--- config.mk ---
export PLATFORM = sky130hd
export DESIGN_NAME = rsc_config_top
export DESIGN_NICKNAME = d
export VERILOG_FILES = /design/src/core/rsc_pkg.sv /design/src/core/rsc_config_top.sv /design/src/core/rsc_strap_sampler.sv
export SDC_FILE = /design/constraint.sdc
export NUM_CORES = 1
export LEC_CHECK = 0
export BUFFER_PORTS_ARGS = -buffer_cell sky130_fd_sc_hd__buf_2
export CAP_MARGIN = 15
export CORE_MARGIN = 2
export CORE_UTILIZATION = 40
export DETAILED_ROUTE_END_ITERATION = 16
export GPL_ROUTABILITY_DRIVEN = 0
export MAX_ROUTING_LAYER = met4
export PLACE_DENSITY = 0.62
export SETUP_SLACK_MARGIN = 0.3
export SLEW_MARGIN = 0
export SYNTH_ARGS = -nofsm -noshare
export SYNTH_HDL_FRONTEND = slang
export SYNTH_SLANG_ARGS = --single-unit
--- constraint.sdc ---
create_clock -name clk_sys_in -period 2.39 [get_ports clk_sys_in]
set_input_delay 0.239 -clock clk_sys_in [delete_from_list [all_inputs] [get_ports clk_sys_in]]
set_output_delay 0.239 -clock clk_sys_in [all_outputs]
set_load 0.005 [all_outputs]
--- src/core/rsc_pkg.sv ---
// Package of constants and types for the sensitivity strap configuration
package rsc_pkg;

    // Register offsets
    localparam logic [7:0] RSC_OFS_CONFIG   = 8'h03;
    localparam logic [7:0] RSC_OFS_RX_SENS  = 8'h25;

    // Configuration register field positions and reset values
    localparam int         RSC_CFG_ACTIVE_BIT = 0;
    localparam logic       RSC_CFG_ACTIVE_RST = 1'h1;

    // Sensitivity codes loaded from the strap, and the highest code
    localparam logic [7:0] RSC_SENS_LOW    = 8'h00;
    localparam logic [7:0] RSC_SENS_MID    = 8'h33;
    localparam logic [7:0] RSC_SENS_HIGH   = 8'h66;
    localparam logic [7:0] RSC_SENS_MAX    = 8'hff;
    // Held until the strap has been sampled
    localparam logic [7:0] RSC_SENS_RST    = 8'h00;

    // Value shown on an unmapped read
    localparam logic [7:0] RSC_UNMAPPED_RD = 8'h00;

    // Strap settling time before sampling
    localparam int         RSC_CLK_MHZ        = 250;
    localparam int         RSC_STRAP_SETTLE_NS = 100;
    localparam int         RSC_STRAP_SETTLE_CYC =
        (RSC_STRAP_SETTLE_NS * RSC_CLK_MHZ + 999) / 1000;

    // Serial target address, arbitrary value
    localparam logic [6:0] RSC_TARGET_ADDR = 7'h2c;

    // Sensed levels of the tri-level sensitivity strap
    typedef enum logic [1:0] {
        RSC_LVL_LOW,
        RSC_LVL_MID,
        RSC_LVL_HIGH
    } rsc_sens_lvl_t;

    // Register write request from the serial engine
    typedef struct packed {
        logic       wr;
        logic [7:0] addr;
        logic [7:0] data;
    } rsc_wr_req_t;

    // Result of the startup strap sampling
    typedef struct packed {
        logic          done;
        rsc_sens_lvl_t sens;
        logic [1:0]    boost;
    } rsc_strap_t;

endpackage

--- src/core/rsc_config_top.sv ---
// Top of the receiver sensitivity configuration register bank
//
// Summary of operation
// - An 8-bit readable and writable sensitivity register sits at 0x25.
// - After reset the sensitivity field is loaded from the sensed strap.
// - Strap low, mid and high load 0x00, 0x33 and 0x66.
// - Software may write any value 0x00 to 0xff, 0xff being the highest.
// - Boost strap short, lower, higher resistor and open give levels 0-3.
// - Sensitivity strap a only is low, none is mid, b only is high.
// - In serial mode, bit 0 at 0x03 selects configuration or normal mode.
`timescale 1ns/1ps
module rsc_config_top
    import rsc_pkg::*;
#(
    parameter int         SETTLE_CYC  = RSC_STRAP_SETTLE_CYC,
    parameter logic [6:0] CFG_RSV_RST = 7'h00
)
(
    input  wire logic       clk_sys_in,
    input  wire logic       rst_in,
    input  wire logic       sens_above_low_in,
    input  wire logic       sens_above_high_in,
    input  wire logic [2:0] boost_thermo_in,
    input  wire logic       scl_in,
    input  wire logic       sda_in,
    output logic            sda_out,
    output logic            sda_oe_out,
    output logic [7:0]      rx_sens_level_out,
    output logic [1:0]      boost_level_out,
    output logic            cfg_mode_out,
    output logic            serial_mode_out,
    output logic            strap_done_out
);

    typedef enum logic [2:0] {ST_IDLE, ST_RX, ST_RX_ACK, ST_TX,
                              ST_TX_ACK} rsc_bus_state_t;

    rsc_strap_t     strap;
    logic [1:0]     scl_sync;
    logic [1:0]     sda_sync;
    logic           scl_prev;
    logic           sda_prev;
    logic           scl_rise;
    logic           scl_fall;
    logic           bus_start;
    logic           bus_stop;
    rsc_bus_state_t state;
    logic [7:0]     shreg;
    logic [2:0]     bit_cnt;
    logic           byte_done;
    logic           first_byte;
    logic           have_ptr;
    logic           is_read;
    logic           acked;
    logic [7:0]     reg_ptr;
    logic [7:0]     rd_data;
    rsc_wr_req_t    wr_req;
    logic [7:0]     rx_sensitivity_level;
    logic [7:0]     config_reg;

    rsc_strap_sampler #(
        .SETTLE_CYC         (SETTLE_CYC)
    ) u_strap (
        .clk_sys_in         (clk_sys_in),
        .rst_in             (rst_in),
        .sens_above_low_in  (sens_above_low_in),
        .sens_above_high_in (sens_above_high_in),
        .boost_thermo_in    (boost_thermo_in),
        .strap_out          (strap)
    );

    // Bus pin synchronisers and edge history
    always_ff @(posedge clk_sys_in)
    begin
        scl_sync <= {scl_sync[0], scl_in};
        sda_sync <= {sda_sync[0], sda_in};
        // History resets to idle high so no false edge follows reset
        {scl_prev, sda_prev} <= rst_in ? 2'h3 : {scl_sync[1], sda_sync[1]};
    end

    // Bus edges and start/stop conditions
    assign scl_rise  = scl_sync[1] & ~scl_prev;
    assign scl_fall  = ~scl_sync[1] & scl_prev;
    assign bus_start = scl_sync[1] & scl_prev & sda_prev & ~sda_sync[1];
    assign bus_stop  = scl_sync[1] & scl_prev & ~sda_prev & sda_sync[1];

    // Read data mux; unmapped offsets read as zero
    always_comb
    begin
        case (reg_ptr)
            RSC_OFS_RX_SENS: rd_data = rx_sensitivity_level;
            RSC_OFS_CONFIG:  rd_data = config_reg;
            default:         rd_data = RSC_UNMAPPED_RD;
        endcase
    end

    // Serial target engine; runs only in serial mode
    always_ff @(posedge clk_sys_in)
    begin
        wr_req.wr <= 1'b0;
        if (rst_in || !serial_mode_out)
        begin
            state      <= ST_IDLE;
            shreg      <= 8'h00;
            bit_cnt    <= 3'h0;
            byte_done  <= 1'b0;
            first_byte <= 1'b0;
            have_ptr   <= 1'b0;
            is_read    <= 1'b0;
            acked      <= 1'b0;
            reg_ptr    <= 8'h00;
            sda_oe_out <= 1'b0;
            wr_req     <= '0;
        end
        else if (bus_start)
        begin
            state      <= ST_RX;
            bit_cnt    <= 3'h0;
            byte_done  <= 1'b0;
            first_byte <= 1'b1;
            have_ptr   <= 1'b0;
            sda_oe_out <= 1'b0;
        end
        else if (bus_stop)
        begin
            state      <= ST_IDLE;
            sda_oe_out <= 1'b0;
        end
        else
        begin
            case (state)
                ST_RX:
                begin
                    if (scl_rise)
                    begin
                        shreg     <= {shreg[6:0], sda_sync[1]};
                        bit_cnt   <= bit_cnt + 3'h1;
                        byte_done <= (bit_cnt == 3'h7);
                    end
                    else if (scl_fall && byte_done)
                    begin
                        byte_done <= 1'b0;
                        if (first_byte)
                        begin
                            first_byte <= 1'b0;
                            is_read    <= shreg[0];
                            if (shreg[7:1] == RSC_TARGET_ADDR)
                            begin
                                sda_oe_out <= 1'b1;
                                state      <= ST_RX_ACK;
                            end
                            else
                                state <= ST_IDLE;
                        end
                        else if (!have_ptr)
                        begin
                            have_ptr   <= 1'b1;
                            reg_ptr    <= shreg;
                            sda_oe_out <= 1'b1;
                            state      <= ST_RX_ACK;
                        end
                        else
                        begin
                            wr_req.wr   <= 1'b1;
                            wr_req.addr <= reg_ptr;
                            wr_req.data <= shreg;
                            reg_ptr     <= reg_ptr + 8'h01;
                            sda_oe_out  <= 1'b1;
                            state       <= ST_RX_ACK;
                        end
                    end
                end
                ST_RX_ACK:
                begin
                    if (scl_fall)
                    begin
                        if (is_read)
                        begin
                            shreg      <= rd_data;
                            sda_oe_out <= ~rd_data[7];
                            reg_ptr    <= reg_ptr + 8'h01;
                            bit_cnt    <= 3'h0;
                            state      <= ST_TX;
                        end
                        else
                        begin
                            sda_oe_out <= 1'b0;
                            state      <= ST_RX;
                        end
                    end
                end
                ST_TX:
                begin
                    if (scl_fall)
                    begin
                        if (bit_cnt == 3'h7)
                        begin
                            sda_oe_out <= 1'b0;
                            state      <= ST_TX_ACK;
                        end
                        else
                        begin
                            shreg      <= {shreg[6:0], 1'b0};
                            sda_oe_out <= ~shreg[6];
                            bit_cnt    <= bit_cnt + 3'h1;
                        end
                    end
                end
                ST_TX_ACK:
                begin
                    if (scl_rise)
                        acked <= ~sda_sync[1];
                    else if (scl_fall)
                    begin
                        if (acked)
                        begin
                            shreg      <= rd_data;
                            sda_oe_out <= ~rd_data[7];
                            reg_ptr    <= reg_ptr + 8'h01;
                            bit_cnt    <= 3'h0;
                            state      <= ST_TX;
                        end
                        else
                            state <= ST_IDLE;
                    end
                end
                default:
                    sda_oe_out <= 1'b0;
            endcase
        end
    end

    // Open-drain data pin only ever pulls low
    assign sda_out = 1'b0;

    // Sensitivity register: strap load once, then software owns it
    always_ff @(posedge clk_sys_in)
    begin
        if (rst_in)
        begin
            rx_sensitivity_level <= RSC_SENS_RST;
            rx_sens_level_out    <= RSC_SENS_RST;
        end
        else
        begin
            if (strap.done && !strap_done_out)
                case (strap.sens)
                    RSC_LVL_HIGH: rx_sensitivity_level <= RSC_SENS_HIGH;
                    RSC_LVL_MID:  rx_sensitivity_level <= RSC_SENS_MID;
                    default:      rx_sensitivity_level <= RSC_SENS_LOW;
                endcase
            // Any 8-bit value accepted, later than strap load
            if (wr_req.wr && wr_req.addr == RSC_OFS_RX_SENS)
                rx_sensitivity_level <= wr_req.data;
            // Live copy runs one cycle behind the register
            rx_sens_level_out <= rx_sensitivity_level;
        end
    end

    // Configuration register and the mode bit it selects
    always_ff @(posedge clk_sys_in)
    begin
        if (rst_in)
        begin
            config_reg   <= {CFG_RSV_RST, RSC_CFG_ACTIVE_RST};
            cfg_mode_out <= 1'b0;
        end
        else
        begin
            if (wr_req.wr && wr_req.addr == RSC_OFS_CONFIG)
                config_reg <= wr_req.data;
            cfg_mode_out <= serial_mode_out &
                            config_reg[RSC_CFG_ACTIVE_BIT];
        end
    end

    // Mode capture: serial mode when both bus lines high at sampling
    always_ff @(posedge clk_sys_in)
    begin
        if (rst_in)
        begin
            serial_mode_out <= 1'b0;
            strap_done_out  <= 1'b0;
            boost_level_out <= 2'h0;
        end
        else if (strap.done && !strap_done_out)
        begin
            serial_mode_out <= scl_sync[1] & sda_sync[1];
            strap_done_out  <= 1'b1;
            boost_level_out <= strap.boost;
        end
    end

endmodule

--- src/core/rsc_strap_sampler.sv ---
// Strap synchroniser, settle timer and level decoder
`timescale 1ns/1ps
module rsc_strap_sampler
    import rsc_pkg::*;
#(
    parameter int SETTLE_CYC = RSC_STRAP_SETTLE_CYC
)
(
    input  wire logic       clk_sys_in,
    input  wire logic       rst_in,
    input  wire logic       sens_above_low_in,
    input  wire logic       sens_above_high_in,
    input  wire logic [2:0] boost_thermo_in,
    output rsc_strap_t      strap_out
);

    // Refuse settle counts that the 16-bit timer cannot hold
    if (SETTLE_CYC < 1 || SETTLE_CYC > 65535)
    begin
        $error("rsc_strap_sampler: SETTLE_CYC out of range");
    end

    logic [4:0]  sync_a;
    logic [4:0]  sync_b;
    logic [15:0] settle_cnt;
    rsc_sens_lvl_t next_sens;
    logic [1:0]  next_boost;

    // Two-flop synchronisers for the strap comparators
    always_ff @(posedge clk_sys_in)
    begin
        sync_a <= {boost_thermo_in, sens_above_high_in, sens_above_low_in};
        sync_b <= sync_a;
    end

    // Tri-level decode: resistor a pulls low, b pulls high, none is mid
    always_comb
    begin
        if (sync_b[1])
            next_sens = RSC_LVL_HIGH;
        else if (sync_b[0])
            next_sens = RSC_LVL_MID;
        else
            next_sens = RSC_LVL_LOW;
    end

    // Boost strap decode: short, lower, higher resistor, open pin
    always_comb
    begin
        case (sync_b[4:2])
            3'h0:    next_boost = 2'h0;
            3'h1:    next_boost = 2'h1;
            3'h3:    next_boost = 2'h2;
            3'h7:    next_boost = 2'h3;
            default: next_boost = 2'h3;
        endcase
    end

    // Settle timer, then one capture per reset
    always_ff @(posedge clk_sys_in)
    begin
        if (rst_in)
        begin
            settle_cnt      <= 16'h0000;
            strap_out       <= '0;
        end
        else if (!strap_out.done)
        begin
            if (settle_cnt == 16'(SETTLE_CYC - 1))
            begin
                strap_out.done  <= 1'b1;
                strap_out.sens  <= next_sens;
                strap_out.boost <= next_boost;
            end
            else
                settle_cnt <= settle_cnt + 16'h0001;
        end
    end

endmodule

=== Yosys cells after proc, flatten, opt, wreduce, memory -nomap -nowiden ===
Cells that the tools add are included.

* Flip-flop bits (word level): 111
* Output and inout port bits: 15
* Logic and storage cells: 196

* Add/sub/neg operators: 3
* Equality and inequality tests: 37
* Mux-type cells: 70
* Bitwise operators: 23
* Reduce and logical (&&, ||, !) cells: 32

{| class="wikitable"
|+ Operator list
! kind !! number
|-
| $mux W8 || 19
|-
| $mux W3 || 16
|-
| $pmux W8 S4 || 1
|-
| $ne A4 B4 Y1 const B || 7
|-
| $ne A2 B2 Y1 const B || 13
|-
| $pmux W3 S4 || 2
|-
| $pmux W8 S3 || 1
|-
| $reduce_and A8 Y1 || 3
|-
| $reduce_and A11 Y1 || 2
|-
| $mux W1 || 20
|-
| $mux W17 || 1
|-
| $add A16 B1 Y16 const B || 1
|-
| $eq A16 B5 Y1 const B || 1
|-
| $eq A8 B2 Y1 const B || 2
|-
| $eq A8 B6 Y1 const B || 2
|-
| $pmux W8 S2 || 1
|-
| $not A1 Y1 || 14
|-
| $pmux W7 S2 || 1
|-
| $mux W5 || 2
|-
| $reduce_and A10 Y1 || 1
|-
| $and A1 B1 Y1 || 9
|-
| $eq A3 B2 Y1 const B || 3
|-
| $add A8 B1 Y8 const B || 1
|-
| $mux W2 || 4
|-
| 27 further kinds || 38
|}

=== Longest topological paths before layout ===
* Depth after elaboration: 8
* Gate-level depth with buffers: 8

=== Cells and area by module ===
Synthesis repeated with hierarchy kept, for this count alone.

* Cells, all modules: 562
* Area, all modules: 4895.9 um2

{| class="wikitable"
|+ Modules (own cells, without submodules)
! module !! times used !! cells an instance !! area an instance (um2) !! sequential area each (um2)
|-
| rsc_config_top || 1 || 439 || 3704.8 || 1601.5
|-
| rsc_strap_sampler || 1 || 123 || 1191.1 || 620.6
|}

=== Least setup slack after synthesis ===
Ideal clock, no wire load.

* Kind: reg-to-reg
* Start: register wr_req[15] in the netlist's numbering
* End: register rx_sensitivity_level[7]
* Library setup time: 128 ps
* Arrival: 1634 ps
* Slack: 628 ps
* Stages on the path, launching flop included: 6
* Path buffers: 0
* Clock period less this slack: 1762 ps
* Path through: dfxtp_1 -> or4b_4 -> or4_4 -> and3_1 -> a21oi_2 -> nor2_1

* Word-level cells in the longest chain between the ends: 3

{| class="wikitable"
|+ RTL lines
! what !! line !! source
|-
| start: declaration || rsc_config_top.sv:57 || <nowiki>rsc_wr_req_t wr_req;</nowiki>
|-
| $eq A8 B6 Y1 * || rsc_config_top.sv:253 || <nowiki>if (wr_req.wr && wr_req.addr == RSC_OFS_RX_SENS)</nowiki>
|-
| $logic_and A1 B1 Y1 * || rsc_config_top.sv:253 ||
|-
| $mux W8 or $reduce_bool A2 Y1 (tied branches) || -- ||
|-
| end signal: assignment || rsc_config_top.sv:254 || <nowiki>rx_sensitivity_level <= wr_req.data;</nowiki>
|-
| end: declaration || rsc_config_top.sv:58 || <nowiki>logic [7:0] rx_sensitivity_level;</nowiki>
|}

Mark *: on every way between the ends. The rest lies on a longest branch, timed or not.
A chain may end at the register's enable or synchronous reset.

=== Worst setup path after layout ===
* Start: register reg_ptr[0]
* End: register shreg[0]

* Word-level cells in the longest chain between the ends: 6

{| class="wikitable"
|+ RTL lines
! what !! line !! source
|-
| start: declaration || rsc_config_top.sv:55 || <nowiki>logic [7:0] reg_ptr;</nowiki>
|-
| start signal: assignment || rsc_config_top.sv:158 || <nowiki>reg_ptr <= shreg;</nowiki>
|-
| start signal: assignment || rsc_config_top.sv:167 || <nowiki>reg_ptr <= reg_ptr + 8'h01;</nowiki>
|-
| start signal: assignment || rsc_config_top.sv:181 || <nowiki>reg_ptr <= reg_ptr + 8'h01;</nowiki>
|-
| $eq A8 B2 Y1 or $eq A8 B6 Y1 (tied branches) || rsc_config_top.sv:90 || <nowiki>case (reg_ptr)</nowiki>
|-
| $pmux W8 S2 * || rsc_config_top.sv:90 ||
|-
| $mux W8 || rsc_config_top.sv:215 || <nowiki>if (acked)</nowiki>
|-
| $mux W8 || rsc_config_top.sv:213 || <nowiki>else if (scl_fall)</nowiki>
|-
| $mux W8 || rsc_config_top.sv:211 || <nowiki>if (scl_rise)</nowiki>
|-
| $pmux W8 S4 * || rsc_config_top.sv:131 || <nowiki>case (state)</nowiki>
|-
| end signal: assignment || rsc_config_top.sv:136 || <nowiki>shreg <= {shreg[6:0], sda_sync[1]};</nowiki>
|-
| end signal: assignment || rsc_config_top.sv:203 || <nowiki>shreg <= {shreg[6:0], 1'b0};</nowiki>
|-
| end signal: assignment || rsc_config_top.sv:217 || <nowiki>shreg <= rd_data;</nowiki>
|-
| end: declaration || rsc_config_top.sv:48 || <nowiki>logic [7:0] shreg;</nowiki>
|}

Mark *: on every way between the ends. The rest lies on a longest branch, timed or not. The select of a mux whose other input is x is not followed.

==> results.toml <==
[run_status]
status = "finished, final reports clean"

[cts]
cts_tree = "done"
clock_path_buffers = 2
clock_latency_ns = 0.36
h-tree-depth = 3
clk_pin_slew_ns = 0.08
clockRootBuffer = "clkbuf_16"
cts_buffers = 9
clock-sinks = 111

[drt]
drt_iter0_drc = 269
firstDrtPassIters = 4
dr_total_vias = 3964
drc = 0
viasPerCell = 5.34
ant_nets = 0
routedWlPerCell_um = 14.9
wl_um = 11000

[power]
irDropWorstVdd_uv = 662
p_leak_nw = 2.02
power_density_nw_per_um2 = 639

[setup_path]
worstSetupStartpoint = "reg_ptr[0]"
crit_slowest_cell = "dfxtp_1"
path_delay_family = "compound AO/OA/AOI/OAI gates"
worstSetupStartpointType = "flop"
path_buf_inv = 0
cp-end-kind = "flop"
arrival_ns = 2.29
worstSetupPathType = "flop to flop"
r2r_start = "reg_ptr[0]"
cp_cell_sequence = "ha_1 > and2_1 > a32oi_1 > o311ai_0 > o311ai_1 > a21oi_1"
cp_slowest_stage_delay_ns = 0.47
cp_max_fo = 7
crit_required_ns = 2.69

[synthesis]
mappedNetlistArea_um2 = 5010
synth_warnings = 0
syn_avg_cell_area_um2 = 9.01
synthCells = 556
synth_area_leaders = "dfxtp_1 44%, nor2_1 6.1%, mux2i_1 6.0%, a21oi_1 3.7%, nor2b_1 2.7%"
yosys.area.top_type = "dfxtp_1"
syn_nets = 573
synth_edf_count = 0
synth-main-ff-cell = "dfxtp_1"
synth_cell_types = 71
ys_seq_elements = 111
synth_top_area_frac = 0.443
async_flop_share = 0
ys_seq_area_frac = 0.443

[global_routing]
grt_max_degree = 47
grt.overflow.total = 0
grt_use_total = 0.181
antenna_found_initial = 0
first_global_vias = 3794
grt_pass1_wl_um = 18700

[placement]
hpwl_um = 7480
io_buffers = 22
placed_cell_area_um2 = 5210

[cells_and_area]
largestRegisters = "wr_req (17), u_strap.settle_cnt (16)"
final_cell_mix = "107 x dfxtp_1, 81 x nor2_1, 37 x a21oi_1"
area_growth_pct = 12.4
fin_nets = 586
regMostFlops = "wr_req"
stdcell_area_um2 = 5630
antenna_cells = 0
final_layout_size_suffix_gt1_frac = 0.124
nFillCells = 1209
largest_reg_flops = 17
layout_commonest_cell = "dfxtp_1"

[sta]
finalCritPeriodShare = 0.836
hold_ws_ns = 0.123
final_hold_viol_count = 0
setup_viol = 0
tightest_slew_ns = 0.555
setup_tns_ns = 0
timing.fmax_mhz = 501
maxSlewHeadroom = 0.629
min_period_ns = 2.00
slew_viol_final = 0
rsz0062_at_grt = "false"
finClkSkew_ns = 0.00796

[flow_run]
maxCapViolCount = 0

[floorplan]
dieArea_um2 = 13400
die_w_um = 116
start_util = 0.414
io-pin-count = 24
coreArea_um2 = 12100
rows = 40
die_h_um = 116

[worst_hold_path]
hold_class = "primary input to flop"
hold_start = "rst_in"
-- through the flow --
step / power [mW] / worst slack, ns / std cells / utilization
floorplan: 1.97 / 0.628 / 556 / -
finish: 3.60 / 0.393 / 742 / 0.465
CTS: 3.65 / 0.370 / 742 / 0.463
global route: 3.73 / 0.302 / 742 / 0.465
global placement: 1.98 / 0.290 / 719 / 0.430
detailed placement: 1.98 / 0.286 / 719 / 0.430
-- cell families after synthesis --
family,share of synthesized area
other,0.000748
muxes,0.0599
buffers and inverters,0.0524
and+or+nand+nor,0.245
DFF,0.443
AOI/OAI and AO/OA,0.152
xor gates and xnor gates,0.0262
adders and majority gates,0.0200
-- metal layers --
layer  GRT usage  vias up  wire length, um
met1       0.230     1874             5360
met5           -        -                0
li1            -     1995                -
met2       0.283       73             5040
met3      0.0465       22              405
met4      0.0595        0              218
-- cell type report --
type                       count  area [um^2]  area share
clock buffer                   9          225      0.0400
clock inverter                 7          103      0.0182
multi-input combinational    396         2550       0.452
inverter                      10         37.5     0.00667
sequential                   111         2230       0.395
timing repair buffer          41          283      0.0502
tap                          168          210      0.0373
-- synthesized netlist by cell type (5+ instances only) --
| library cell | count |
|---|---|
| a211oi_1 | 11 |
| a21oi_1 | 37 |
| a31oi_1 | 5 |
| a32oi_1 | 7 |
| and3_1 | 8 |
| buf_2 | 9 |
| clkbuf_1 | 18 |
| dfxtp_1 | 111 |
| ha_1 | 8 |
| inv_1 | 10 |
| mux2i_1 | 30 |
| nand2_1 | 30 |
| nand2b_1 | 9 |
| nand3_1 | 9 |
| nand4_1 | 6 |
| nor2_1 | 81 |
| nor2b_1 | 22 |
| nor3_1 | 13 |
| o21ai_0 | 14 |
| o311ai_0 | 7 |
| o31ai_1 | 7 |
| or3_1 | 6 |
| xnor2_1 | 10 |
| xor2_1 | 5 |
-- where the power goes --
group / internal [mW] / switching [mW] / total (mW)
Clock: 0.932 / 0.721 / 1.65
Sequential: 1.87 / 0.0145 / 1.88
Combinational: 0.0310 / 0.0332 / 0.0642
-- worst paths after layout --
check	slack [ns]	depth (start not counted)	to
max	0.39	6	shreg[0]
min	0.12	2	boost_level_out[0]
max reg2reg	0.39	6	shreg[0]
min reg2reg	0.33	0	u_strap.sync_b[3]
-- timing repair --
| action | 4_1_cts | 5_1_grt |
|---|---|---|
| resized for setup | 3 | 6 |
| endpoints found under the hold margin | 7 | 0 |
| hold buffers | 7 | 0 |
| buffers inserted | 0 | 0 |
| endpoints found under the setup margin | 7 | 11 |
No activity file was read; power rests on OpenSTA's default activity.
